**src/hdl/pmc_regs.svh**
```systemverilog
/*
  Command codes, reset values and timing counts of the manufacturer command block.
  Assumes a 20 MHz clk and the PMBus linear formats for word values.
*/
`ifndef PMC_REGS_SVH
`define PMC_REGS_SVH
// ==========================================
// command codes
`define PMC_CMD_STORE_ALL    8'h15
`define PMC_CMD_RESTORE_ALL  8'h16
`define PMC_CMD_PK_IOUT      8'hD7
`define PMC_CMD_RETRY_DLY    8'hDB
`define PMC_CMD_HOLD_DLY     8'hDC
`define PMC_CMD_PK_VOUT      8'hDD
`define PMC_CMD_PK_VIN       8'hDE
`define PMC_CMD_PK_TEMP1     8'hDF
`define PMC_CMD_PK_CLEAR     8'hE3
`define PMC_CMD_PIN_STATE    8'hE5
`define PMC_CMD_DEV_ADDR     8'hE6
`define PMC_CMD_LOG_SAVE     8'hEA
`define PMC_CMD_LOG_ERASE    8'hEC
`define PMC_CMD_LOG_BLOCK    8'hEE
`define PMC_CMD_STATUS       8'hEF
`define PMC_CMD_NVM_CMP      8'hF0
`define PMC_CMD_PK_TEMP2     8'hF4
`define PMC_CMD_PWM_CFG      8'hF5
`define PMC_CMD_TEMPCO       8'hF6
`define PMC_CMD_SLOPE        8'hF8
`define PMC_CMD_OFFSET       8'hF9
`define PMC_CMD_RAIL_ADDR    8'hFA
`define PMC_CMD_SOFT_RESET   8'hFD
// ==========================================
// reset values
`define PMC_RST_RETRY_DLY    16'hFABC
`define PMC_RST_HOLD_DLY     16'hFBE8
`define PMC_RST_DEV_ADDR     8'h4F
`define PMC_RST_PWM_CFG      8'h14
`define PMC_RST_TEMPCO       16'h0F3C
`define PMC_RST_SLOPE        16'h4000
`define PMC_RST_OFFSET       16'h8000
`define PMC_RST_RAIL_ADDR    8'h80
// ==========================================
// status bits and timing
`define PMC_ST_MISMATCH      0
`define PMC_ST_LOG_VALID     1
`define PMC_ST_RETRY_PEND    2
`define PMC_MS_NS            1000000
`define PMC_CLK_NS           50
`endif

```
**src/hdl/pmc_pkg.sv**
```systemverilog
/*
  Types of the manufacturer command block.
  Assumes pmc_regs.svh for the numeric values.
*/
package pmc_pkg;
  typedef enum logic [1:0] {
    PMC_SEND  = 2'b00,
    PMC_WRITE = 2'b01,
    PMC_READ  = 2'b10
  } pmc_kind_type;

  // nonvolatile image, held live and as the eeprom copy
  typedef struct packed {
    logic [1:0][15:0] retryDly;
    logic [1:0][15:0] holdDly;
    logic [1:0][15:0] tempco;
    logic [1:0][15:0] slope;
    logic [1:0][15:0] offset;
    logic [1:0][7:0]  railAddr;
    logic [7:0]       devAddr;
    logic [7:0]       pwmCfg;
  } pmc_nvm_type;

  typedef struct packed {
    pmc_nvm_type        live;
    pmc_nvm_type        ee;
    logic [1:0][15:0]   pkIout;
    logic [1:0][15:0]   pkVout;
    logic [1:0][15:0]   pkTemp1;
    logic [15:0]        pkVin;
    logic [15:0]        pkTemp2;
    logic [7:0]         pkEmpty;
    logic [15:0][7:0]   opLog;
    logic [15:0][7:0]   eeLog;
    logic [3:0]         logWp;
    logic               eeLogValid;
    logic               mismatch;
    logic [14:0]        msCnt;
    logic [1:0][15:0]   retryCnt;
    logic [1:0][15:0]   holdCnt;
    logic [1:0]         retryPend;
    logic [1:0]         runLow;
    logic [1:0]         retryGo;
    logic [15:0]        pinS1;
    logic [15:0]        pinS2;
    logic [15:0]        rdData;
    logic               rdValid;
    logic               nack;
  } pmc_state_type;
endpackage : pmc_pkg

```
**src/hdl/pmc_mfr_cmd.sv**
```systemverilog
/*
  Manufacturer command block: peaks, fault delays, addressing, fault log,
  nonvolatile image and calibration words of a two-channel controller.
  Assumes a protocol engine on clk that presents decoded transactions.
*/
`include "pmc_regs.svh"
`timescale 1ns/1ps
`default_nettype none
module pmc_mfr_cmd #(
  parameter int MS_CYCLES = `PMC_MS_NS / `PMC_CLK_NS
) (
  // clock and reset
  input  wire logic                  clk,
  input  wire logic                  sys_rst,
  // decoded transactions
  input  wire logic                  cmdValid,
  input  wire logic [6:0]            cmdAddr,
  input  wire pmc_pkg::pmc_kind_type cmdKind,
  input  wire logic [7:0]            cmdCode,
  input  wire logic                  cmdPage,
  input  wire logic [15:0]           cmdWrData,
  input  wire logic [3:0]            cmdBlkIdx,
  output logic                       cmdAck,
  output logic                       cmdRdValid,
  output logic [15:0]                cmdRdData,
  output logic                       cmdNack,
  // measurements
  input  wire logic                  measValid,
  input  wire logic                  measChan,
  input  wire logic [15:0]           measIout,
  input  wire logic [15:0]           measVout,
  input  wire logic [15:0]           measTemp1,
  input  wire logic [15:0]           measVin,
  input  wire logic [15:0]           measTemp2,
  // faults and run control
  input  wire logic [1:0]            faultEvt,
  output logic [1:0]                 runLow,
  output logic [1:0]                 retryGo,
  input  wire logic                  logWrValid,
  input  wire logic [7:0]            logWrData,
  // pins and settings
  input  wire logic [15:0]           pinsAsync,
  output logic [7:0]                 pwmCfg,
  output logic [31:0]                senseTempco,
  output logic [31:0]                tempSlope,
  output logic [31:0]                tempOffset
);
  // ==========================================
  // helpers
  // signed ordering key of a linear-11 value
  function automatic logic signed [47:0] l11Key(input logic [15:0] v);
    logic signed [47:0] m;
    logic [5:0]         sh;
    m  = 48'(signed'(v[10:0]));
    sh = 6'(signed'(v[15:11]) + 16);
    return m <<< sh;
  endfunction : l11Key

  // whole milliseconds, plus one so a free tick never shortens the wait
  function automatic logic [15:0] l11Ms(input logic [15:0] v);
    logic signed [47:0] k;
    k = l11Key(v) >>> 16;
    if (k < 0) return 16'h0001;
    if (k > 48'sh0000_0000_FFFE) return 16'hFFFF;
    return 16'(k) + 16'h0001;
  endfunction : l11Ms

  function automatic pmc_pkg::pmc_nvm_type nvmDefault();
    pmc_pkg::pmc_nvm_type d;
    d.retryDly = {2{`PMC_RST_RETRY_DLY}};
    d.holdDly  = {2{`PMC_RST_HOLD_DLY}};
    d.tempco   = {2{`PMC_RST_TEMPCO}};
    d.slope    = {2{`PMC_RST_SLOPE}};
    d.offset   = {2{`PMC_RST_OFFSET}};
    d.railAddr = {2{`PMC_RST_RAIL_ADDR}};
    d.devAddr  = `PMC_RST_DEV_ADDR;
    d.pwmCfg   = `PMC_RST_PWM_CFG;
    return d;
  endfunction : nvmDefault

  pmc_pkg::pmc_state_type s, n;
  logic [1:0] railHit;
  logic       devHit;
  logic       ch;
  logic       take;
  logic       isSend;
  logic       isWrite;
  logic       isRead;
  logic       msTick;
  logic       resetCmd;
  logic       clearCmd;

  // ==========================================
  // address match
  // device address match
  assign devHit = cmdAddr == s.live.devAddr[6:0];
  // rail address, bit 7 set disables it
  assign railHit[0] = !s.live.railAddr[0][7] && cmdAddr == s.live.railAddr[0][6:0];
  assign railHit[1] = !s.live.railAddr[1][7] && cmdAddr == s.live.railAddr[1][6:0];
  assign ch      = railHit[1] ? 1'b1 : railHit[0] ? 1'b0 : cmdPage;
  assign cmdAck  = cmdValid && (devHit || railHit != 2'b00);
  assign take    = cmdAck;
  assign isSend  = take && cmdKind == pmc_pkg::PMC_SEND;
  assign isWrite = take && cmdKind == pmc_pkg::PMC_WRITE;
  assign isRead  = take && cmdKind == pmc_pkg::PMC_READ;
  assign msTick  = s.msCnt == 15'(MS_CYCLES - 1);
  assign resetCmd = isSend && cmdCode == `PMC_CMD_SOFT_RESET;
  assign clearCmd = isSend && cmdCode == `PMC_CMD_PK_CLEAR;

  // ==========================================
  // next state
  always_comb begin
    n = s;
    n.retryGo = 2'b00;
    n.rdValid = 1'b0;
    n.nack    = 1'b0;
    n.pinS1   = pinsAsync;
    n.pinS2   = s.pinS1;
    n.msCnt   = msTick ? 15'h0000 : s.msCnt + 15'h0001;
    for (int c = 0; c < 2; c++) begin
      if (msTick && s.retryCnt[c] != 16'h0000) n.retryCnt[c] = s.retryCnt[c] - 16'h0001;
      if (msTick && s.holdCnt[c] != 16'h0000) n.holdCnt[c] = s.holdCnt[c] - 16'h0001;
      // retry only once both waits ran out
      if (s.retryPend[c] && s.retryCnt[c] == 16'h0000 && s.holdCnt[c] == 16'h0000) begin
        n.retryPend[c] = 1'b0;
        n.runLow[c]    = 1'b0;
        n.retryGo[c]   = 1'b1;
      end
      if (faultEvt[c]) begin
        // fault beats a same-cycle expiry
        n.retryGo[c]   = 1'b0;
        n.runLow[c]    = 1'b1;
        n.retryPend[c] = 1'b1;
        n.holdCnt[c]   = l11Ms(s.live.holdDly[c]);
        n.retryCnt[c]  = l11Ms(s.live.retryDly[c]);
      end
    end
    // compare in each register's own format
    if (measValid) begin
      if (s.pkEmpty[measChan] || l11Key(measIout) > l11Key(s.pkIout[measChan])) begin
        n.pkIout[measChan] = measIout;
        n.pkEmpty[measChan] = 1'b0;
      end
      if (s.pkEmpty[2 + measChan] || measVout > s.pkVout[measChan]) begin
        n.pkVout[measChan] = measVout;
        n.pkEmpty[2 + measChan] = 1'b0;
      end
      if (s.pkEmpty[4 + measChan] || l11Key(measTemp1) > l11Key(s.pkTemp1[measChan])) begin
        n.pkTemp1[measChan] = measTemp1;
        n.pkEmpty[4 + measChan] = 1'b0;
      end
      if (s.pkEmpty[6] || l11Key(measVin) > l11Key(s.pkVin)) begin
        n.pkVin = measVin;
        n.pkEmpty[6] = 1'b0;
      end
      if (s.pkEmpty[7] || l11Key(measTemp2) > l11Key(s.pkTemp2)) begin
        n.pkTemp2 = measTemp2;
        n.pkEmpty[7] = 1'b0;
      end
    end
    // working log wraps, keeping the newest entries
    if (logWrValid) begin
      n.opLog[s.logWp] = logWrData;
      n.logWp = s.logWp + 4'h1;
    end
    if (isSend) begin
      case (cmdCode)
        // empty peaks reload on next reading
        `PMC_CMD_PK_CLEAR: begin
          n.pkEmpty = 8'hFF;
          n.pkIout = '0;
          n.pkVout = '0;
          n.pkTemp1 = '0;
          n.pkVin = 16'h0000;
          n.pkTemp2 = 16'h0000;
        end
        `PMC_CMD_LOG_SAVE: begin
          n.eeLog = s.opLog;
          n.eeLogValid = 1'b1;
        end
        `PMC_CMD_LOG_ERASE: begin
          n.eeLog = '0;
          n.eeLogValid = 1'b0;
        end
        `PMC_CMD_NVM_CMP: n.mismatch = s.live != s.ee;
        `PMC_CMD_STORE_ALL: n.ee = s.live;
        `PMC_CMD_RESTORE_ALL: n.live = s.ee;
        `PMC_CMD_SOFT_RESET: begin
          n.live = s.ee;
          n.pkEmpty = 8'hFF;
          n.pkIout = '0;
          n.pkVout = '0;
          n.pkTemp1 = '0;
          n.pkVin = 16'h0000;
          n.pkTemp2 = 16'h0000;
          n.opLog = '0;
          n.logWp = 4'h0;
          n.mismatch = 1'b0;
          n.retryCnt = '0;
          n.holdCnt = '0;
          n.retryPend = 2'b00;
          n.runLow = 2'b00;
          n.retryGo = 2'b00;
        end
        default: n.nack = 1'b1;
      endcase
    end
    if (isWrite) begin
      case (cmdCode)
        `PMC_CMD_RETRY_DLY: n.live.retryDly[ch] = cmdWrData;
        `PMC_CMD_HOLD_DLY: n.live.holdDly[ch] = cmdWrData;
        `PMC_CMD_DEV_ADDR: n.live.devAddr = {1'b0, cmdWrData[6:0]};
        `PMC_CMD_PWM_CFG: n.live.pwmCfg = cmdWrData[7:0];
        `PMC_CMD_TEMPCO: n.live.tempco[ch] = cmdWrData;
        `PMC_CMD_SLOPE: n.live.slope[ch] = cmdWrData;
        `PMC_CMD_OFFSET: n.live.offset[ch] = cmdWrData;
        `PMC_CMD_RAIL_ADDR: n.live.railAddr[ch] = cmdWrData[7:0];
        default: n.nack = 1'b1;
      endcase
    end
    if (isRead) begin
      n.rdValid = 1'b1;
      case (cmdCode)
        `PMC_CMD_PK_IOUT: n.rdData = s.pkIout[ch];
        `PMC_CMD_PK_VOUT: n.rdData = s.pkVout[ch];
        `PMC_CMD_PK_VIN: n.rdData = s.pkVin;
        `PMC_CMD_PK_TEMP1: n.rdData = s.pkTemp1[ch];
        `PMC_CMD_PK_TEMP2: n.rdData = s.pkTemp2;
        `PMC_CMD_RETRY_DLY: n.rdData = s.live.retryDly[ch];
        `PMC_CMD_HOLD_DLY: n.rdData = s.live.holdDly[ch];
        `PMC_CMD_PIN_STATE: n.rdData = s.pinS2;
        `PMC_CMD_DEV_ADDR: n.rdData = {8'h00, s.live.devAddr};
        `PMC_CMD_LOG_BLOCK: n.rdData = {8'h00, s.eeLog[cmdBlkIdx]};
        `PMC_CMD_STATUS: begin
          n.rdData = 16'h0000;
          n.rdData[`PMC_ST_MISMATCH] = s.mismatch;
          n.rdData[`PMC_ST_LOG_VALID] = s.eeLogValid;
          n.rdData[`PMC_ST_RETRY_PEND] = |s.retryPend;
        end
        `PMC_CMD_PWM_CFG: n.rdData = {8'h00, s.live.pwmCfg};
        `PMC_CMD_TEMPCO: n.rdData = s.live.tempco[ch];
        `PMC_CMD_SLOPE: n.rdData = s.live.slope[ch];
        `PMC_CMD_OFFSET: n.rdData = s.live.offset[ch];
        `PMC_CMD_RAIL_ADDR: n.rdData = {8'h00, s.live.railAddr[ch]};
        default: begin
          n.rdData  = 16'h0000;
          n.rdValid = 1'b0;
          n.nack    = 1'b1;
        end
      endcase
    end
  end

  // ==========================================
  // state register
  always_ff @(posedge clk or posedge sys_rst) begin
    if (sys_rst) begin
      s <= '0;
      s.live <= nvmDefault();
      s.ee <= nvmDefault();
      s.pkEmpty <= 8'hFF;
    end else begin
      s <= n;
    end
  end

  assign cmdRdValid  = s.rdValid;
  assign cmdRdData   = s.rdData;
  assign cmdNack     = s.nack;
  assign runLow      = s.runLow;
  assign retryGo     = s.retryGo;
  assign pwmCfg      = s.live.pwmCfg;
  assign senseTempco = s.live.tempco;
  assign tempSlope   = s.live.slope;
  assign tempOffset  = s.live.offset;

  // ==========================================
  // checks
  logic signed [47:0] vinPkKey;
  logic [15:0]        retryLoad0;
  logic [7:0]         logByte;
  assign vinPkKey   = l11Key(s.pkVin);
  assign retryLoad0 = l11Ms(s.live.retryDly[0]);
  assign logByte    = s.eeLog[cmdBlkIdx];
endmodule : pmc_mfr_cmd
`default_nettype wire

```
**config.mk**
```make
export PLATFORM = sky130hd
export DESIGN_NAME = pmc_mfr_cmd
export DESIGN_NICKNAME = d
export VERILOG_FILES = /design/src/hdl/pmc_pkg.sv /design/src/hdl/pmc_mfr_cmd.sv
export VERILOG_INCLUDE_DIRS = /design/src /design/src/hdl
export SDC_FILE = /design/constraint.sdc
export NUM_CORES = 2
export LEC_CHECK = 0
export BUFFER_PORTS_ARGS = -buffer_cell sky130_fd_sc_hd__buf_2
export CAP_MARGIN = 10
export CORE_MARGIN = 3
export CORE_UTILIZATION = 60
export CTS_BUF_LIST = sky130_fd_sc_hd__clkbuf_4 sky130_fd_sc_hd__clkbuf_8
export CTS_CLUSTER_SIZE = 12
export DETAILED_ROUTE_END_ITERATION = 16
export PLACE_DENSITY = 0.78
export SKIP_LAST_GASP = 1
export SYNTH_ARGS = -nofsm -noshare
export SYNTH_HDL_FRONTEND = slang
export SYNTH_SLANG_ARGS = --single-unit
```
**constraint.sdc**
```tcl
create_clock -name clk -period 57.6 [get_ports clk]
set_input_delay 8.64 -clock clk [delete_from_list [all_inputs] [get_ports clk]]
set_output_delay 8.64 -clock clk [all_outputs]
set_load 0.01 [all_outputs]
```
Yosys cells after proc, flatten, opt, wreduce, memory -nomap -nowiden --
Index checks and enable logic that the tools add are counted.
Storage, ports and cells: output and inout bits 127, input bits 150, register bits 917, logic and storage cells 387
Operators by class: $lt $le $gt $ge 25, shift-type cells 12, bitwise logic cells 6, mux-type cells 156, $add $sub $neg 24, reduce and logical (&&, ||, !) cells 49, equal/unequal tests 30
Operators by type and width (number):
- $mux 16 | 50
- $mux 782 | 1
- $mux 192 | 3
- $sshl 11x6->48 | 12
- $mux 136 | 2
- $bwmux 32 | 8
- $mux 128 | 2
- $mux 32 | 8
- $pmux 128 s2 | 1
- $pmux 16 s16 | 1
- $gt 48x48->1 | 4
- $ne 192x192->1 | 1
- $eq 8x8->1 const B | 21
- $mux 70 | 2
- $bwmux 128 | 1
- $gt 32x17->1 const B | 4
- $lt 32x1->1 const B | 4
- $mux 8 | 12
- $add 5x6->6 const B | 12
- $add 16x1->16 const B | 4
- $logic_not 16->1 | 4
- $reduce_bool 16->1 | 4
- $sub 16x1->16 const B | 4
- $mux 1 | 46
- other kinds (44) | 91

Logic depth before layout (Yosys ltp) --
depth after elaboration 20, gate-level depth with buffers 23, mapped depth without buffers 17

Worst setup path before layout --
Ideal clock, no wire load.
path type input-to-output, start point in cmdAddr[2], end point out cmdAck, path slack 39.346 ns, buffers on the path 0, data required time 48.960 ns, cell stages on the path 4, data arrival time 9.614 ns, cell sequence xor2_1 -> nor4_1 -> nand2_1 -> a31oi_1
Between the ends: word-level cells in the longest chain between the ends 5, elaborated cells on any way between the ends 8, classes of those cells 3 x eq/ne; 5 x reduce/logical
Ends and longest elaborated chain:
- start: declaration | RTL line pmc_mfr_cmd.sv:17 | input wire logic [6:0] cmdAddr,
- $eq 7x7->1 (on tied branches) | RTL line pmc_mfr_cmd.sv:98, pmc_mfr_cmd.sv:99
- $logic_and 1x1->1 (on tied branches) | RTL line pmc_mfr_cmd.sv:98, pmc_mfr_cmd.sv:99
- $reduce_bool 2->1 | RTL line pmc_mfr_cmd.sv:101 | assign cmdAck = cmdValid && (devHit || railHit != 2'b00);
- $logic_or 1x1->1 * | RTL line pmc_mfr_cmd.sv:101
- $logic_and 1x1->1 * | RTL line pmc_mfr_cmd.sv:101
- end: declaration | RTL line pmc_mfr_cmd.sv:23 | output logic cmdAck,
Every way passes the cells marked *; elsewhere a longest branch is shown, timed or not.

Final worst setup path --
Same ends and word-level chain as after synthesis.

==> run summary <==
The post-detailed-route via-to-cell ratio was 6.66. Hold is met by 0.349 ns. The synthesized design devotes to its leading area cell type 31.1% of total area.

The master cell of the clock root buffer was sky130_fd_sc_hd__clkbuf_8. Measured along the y axis, the die boundary spans 326 µm. The count of input and output buffers is 276. The worst setup path is of the input pin to primary output kind. For this run, the total global-route usage over all layers was measured as 38.7%. The share of synthesized area spent on multiplexers was 16.9%.

The tools report the number of endpoints with negative hold slack in the final report as 0. Overall power consumption after layout is estimated at 2.37 mW. The clock transition at the register clock pins on the worst setup and hold paths after CTS was 0.06 ns.

The clock network is responsible for 28.5% of the overall power. The internal portion of the total power is 1.45 mW. The logs give 51.4% for the met1 track utilization from global routing and 0.0000231 V for the maximum vdd ir drop. Traced cell by cell, the critical path runs through buf_2 -> xor2_1 -> nor4_1 -> nand2_1 -> a31oi_1 -> buf_2.

The length in cells of the worst reg-to-reg path was 13; the total stage count of the critical path was 6. Headroom to the max-slew limit came out at 16.3%. The post-CTS setup buffer count came out at 0.

Counting every sink on the clock net gives 917. In this run the worst path has a maximum fanout of 6. The final weighted congestion in routability-driven placement is 1.02. For the first-pass detailed-route iteration total, the log shows 12. Count of final max-slew check failures: 0. By area, the combinational part of the netlist is dominated by multiplexers. The relative contribution of combinational cells to total power is 35.5%. The first global-routing pass estimated 314000 µm of wire. The floorplan has 116 rows. Summing all non-filler instances in the final layout gives an area of 0.0658 mm². Biggest area consumer among synthesized cells: sky130_fd_sc_hd__dfrtp_1. For the number of buffers inserted for hold repair after clock tree synthesis, the log shows 0. STA classifies the critical path endpoint as a primary output.

For this block, the routed nets add up to 212000 µm of wire. STA classifies the critical path startpoint as an input pin. At the worst endpoint, the required time is 48.96 ns.

For the placement-stage worst setup slack, the log shows 38.84 ns. The cell family contributing the most delay on the critical path is simple AND/OR/NAND/NOR gates. The post-route fraction of the period consumed by the critical path was 32.6%; the fraction of final layout cells sized beyond drive strength 1 was 18.4%.

In this run the number of H-tree levels came out at 4. The number of distinct library cells after synthesis came out at 111. The instance count along the most critical hold path is 0. The time the final worst path needs with I/O delays and setup was 18.80 ns; the clock tree buffer depth was 3.

The post-synthesis cell count was 6652; the setup slack of the most critical reg-to-reg path was 51.95 ns. Signal arrival time at the worst endpoint: 10.16 ns. The number of synthesized register bits is 917.

The average routed wire per standard cell is 26.4 µm, and the number of endpoints failing setup at the final stage is 0. For the final routed database, the setup TNS stands at 0 ns. Among all flip-flop cells after synthesis, the most frequent one is sky130_fd_sc_hd__dfrtp_1.

The number of antenna violations at the first check in global routing came out at 27. The areal power density over the cells is 36.0 mW/mm². The critical path starts at cmdAddr[2]. For the boundary pin count, the log shows 277. Across the routed clock network, the largest skew measured is 0.0578 ns. Once the floorplan was initialized, standard cells occupied 60.9% of the core. After global routing the overflow that remains totals 0. The layer with the highest usage after global routing was met2.

From synthesis to final layout, the design area changed by 7.09%. TritonCTS built the clock tree. The analysis attributes to cell leakage a power of 30.9 nW. The combined area of all synthesized cells is 0.0614 mm², and the area inside the core boundary is 0.101 mm².

The logs give 0 for the DRC violation count after routing and 0.86 ns for the clock network latency to the later pin of the worst-skew pair. Once placement finished, the instance area stood at 0.0621 mm². Antenna violation net count after detailed routing: 0. The origin of the critical flop-to-flop path was s[416]. For the number of buffers inserted during clock tree synthesis, the log shows 157. For this run, the number of Yosys warnings is 0. The library cells used most frequently in the layout, excluding fill and tap cells, are sky130_fd_sc_hd__nand2_1, sky130_fd_sc_hd__dfrtp_1, sky130_fd_sc_hd__mux2i_1. The run gives 11.4% as the met3 routing resource usage after global routing. The synthesized netlist devotes 16.7% of its cell area to compound gates. Yosys mapped a number of flops with a built-in enable equal to 0. Entering global routing, the biggest net connects 185 pins.

The die covers 0.106 mm². Of the total synthesized cell area, the portion taken by full adders, half adders and majority gates is 4.11%. Post-CTS repair changed the size of 0 cells.

On the worst path, the slowest cell contributes a delay of 0.46 ns. The number of buffers and inverters on the critical path is 2. The logs give 56.7% for the global routing usage on met2 and 37.7% for the proportion of synthesized chip area in sequential cells. Setup repair after global routing left no endpoint under its margin. For the number of global-route vias before repair, the log shows 50000. Yosys attributes the largest share of cell area to sky130_fd_sc_hd__dfrtp_1, sky130_fd_sc_hd__mux2i_1, sky130_fd_sc_hd__dfstp_2. For the pin with the worst max-slew slack, the measured transition is 1.25 ns.

The run gives 153000 µm as the half-perimeter wire length after placement. Async set-or-reset flop fraction in the synthesized netlist: 100%. Endpoint with the worst hold slack: s[32]. In this run the most critical hold path is launched from n[32].

The synthesized netlist devotes 4.09% of its cell area to XOR and XNOR gates. The run finished with clean final reports. The width of the chip is 326 µm, and the smallest setup slack after layout is 38.80 ns.

The run gives 53500 as the total via count in the routed design. For this run, the top clock speed supported by timing is 53.2 MHz. Synthesized area divided by synthesized cell count: 9.23 µm².

Most common library cell in the layout ignoring fill and taps: sky130_fd_sc_hd__nand2_1. The max-cap check violation count was 0. The worst min-delay path class was register to register. The tools report the sequential cell fraction of total power as 36.0%. The DRC marker count from the first detailed-route iteration came out at 6931. The cell at the slowest stage of the critical path is sky130_fd_sc_hd__nor4_1. The number of nets in the synthesized netlist is 7004. The analysis attributes to net switching a power of 926 µW.

After the last flow step, the layout net total stands at 6882. The fraction of the mapped netlist area in simple logic gates came out at 15.0%. The most numerous cell type found on the critical path is sky130_fd_sc_hd__buf_2. In this run switching power makes up 39.0% of total power. Reg-to-reg critical path endpoint: s[412].
worst register-to-register path: cells and delay by family, from the launching register on:
family / cells / cell delay (ns)
AOI/OAI and AO/OA: 8 / 2.63
and+or+nand+nor: 2 / 1.00
DFF: 1 / 0.80
muxes: 2 / 0.74
adders and majority gates: 1 / 0.39
state kept, by name (all words and copies together) (netlist names), 2 cells and up:
signal       cells
runLow           2
tempSlope       32
pwmCfg           8
senseTempco     32
cmdRdData       16
s              775
n               16
retryGo          2
tempOffset      32
metrics by stage:
step,cells,util [%]
floorplan,6652,-
global placement,7728,61.6
detailed placement,7728,61.6
CTS,8019,65.2
global route,8031,65.2
finish,8039,65.2
metal layers:
metal | vias to the layer above | routed length, µm
met5 | - | 98
met4 | 14 | 13500
met3 | 628 | 25600
met2 | 2985 | 91500
met1 | 26200 | 81200
li1 | 23700 | -
final cells by class:
class	count	area [µm²]
multi-input cells	5010	35000
repair buffers	338	1870
well taps	1357	1700
flip-flops and latches	917	23100
inverters	106	405
diodes	20	50.0
fillers	8195	35100
clock inverters	41	503
clock buffers	250	3130
power groups by stage:
| stage | clock [mW] | sequential, mW | combinational [mW] |
|---|---|---|---|
| 2_1_floorplan | 0 | 0.798 | 0.643 |
| 3_3_place_gp | 0 | 0.852 | 0.797 |
| 3_5_place_dp | 0 | 0.858 | 0.818 |
| 4_1_cts | 0.680 | 0.847 | 0.823 |
| 5_1_grt | 0.708 | 0.864 | 0.938 |
| 6_report | 0.675 | 0.854 | 0.842 |
cell families after synthesis:
family	count (synthesis)
flip-flops	917
AO/OA/AOI/OAI	1573
adder cells (fa/ha/maj)	202
buffers and inverters	725
AND/OR/NAND/NOR	2043
multiplexers	905
XOR/XNOR	287
how the worst max path moves through the flow:
| stage | end | slack (ns) |
|---|---|---|
| 2_1_floorplan | cmdNack | 23.43 |
| 3_3_place_gp | cmdAck | 38.84 |
| 3_5_place_dp | cmdAck | 38.84 |
| 4_1_cts | cmdAck | 38.83 |
| 5_1_grt | cmdAck | 38.63 |
| 6_report | cmdAck | 38.80 |
cell usage after synthesis, types with 28 or more instances:
cell type / count
sky130_fd_sc_hd__o22ai_1: 53
sky130_fd_sc_hd__nand4_1: 83
sky130_fd_sc_hd__ha_1: 202
sky130_fd_sc_hd__mux4_2: 75
sky130_fd_sc_hd__nor2_1: 397
sky130_fd_sc_hd__a222oi_1: 44
sky130_fd_sc_hd__mux2_2: 262
sky130_fd_sc_hd__dfrtp_1: 763
sky130_fd_sc_hd__a221oi_1: 33
sky130_fd_sc_hd__nand3_1: 76
sky130_fd_sc_hd__a21o_1: 31
sky130_fd_sc_hd__nor4_1: 69
sky130_fd_sc_hd__a22oi_1: 70
sky130_fd_sc_hd__nand2_1: 1045
sky130_fd_sc_hd__nand2b_1: 33
sky130_fd_sc_hd__mux2i_1: 563
sky130_fd_sc_hd__a22o_1: 142
sky130_fd_sc_hd__and2_1: 48
sky130_fd_sc_hd__buf_2: 81
sky130_fd_sc_hd__nor3_1: 89
sky130_fd_sc_hd__a31oi_1: 39
sky130_fd_sc_hd__xnor2_1: 142
sky130_fd_sc_hd__a211oi_1: 45
sky130_fd_sc_hd__a21oi_1: 393
sky130_fd_sc_hd__buf_1: 65
sky130_fd_sc_hd__buf_4: 144
sky130_fd_sc_hd__nor2b_1: 47
sky130_fd_sc_hd__or3_1: 28
sky130_fd_sc_hd__o21ai_0: 468
sky130_fd_sc_hd__inv_1: 86
sky130_fd_sc_hd__dfstp_2: 154
sky130_fd_sc_hd__xor2_1: 145
sky130_fd_sc_hd__clkbuf_1: 320
Power figures use the tool's default switching activity.
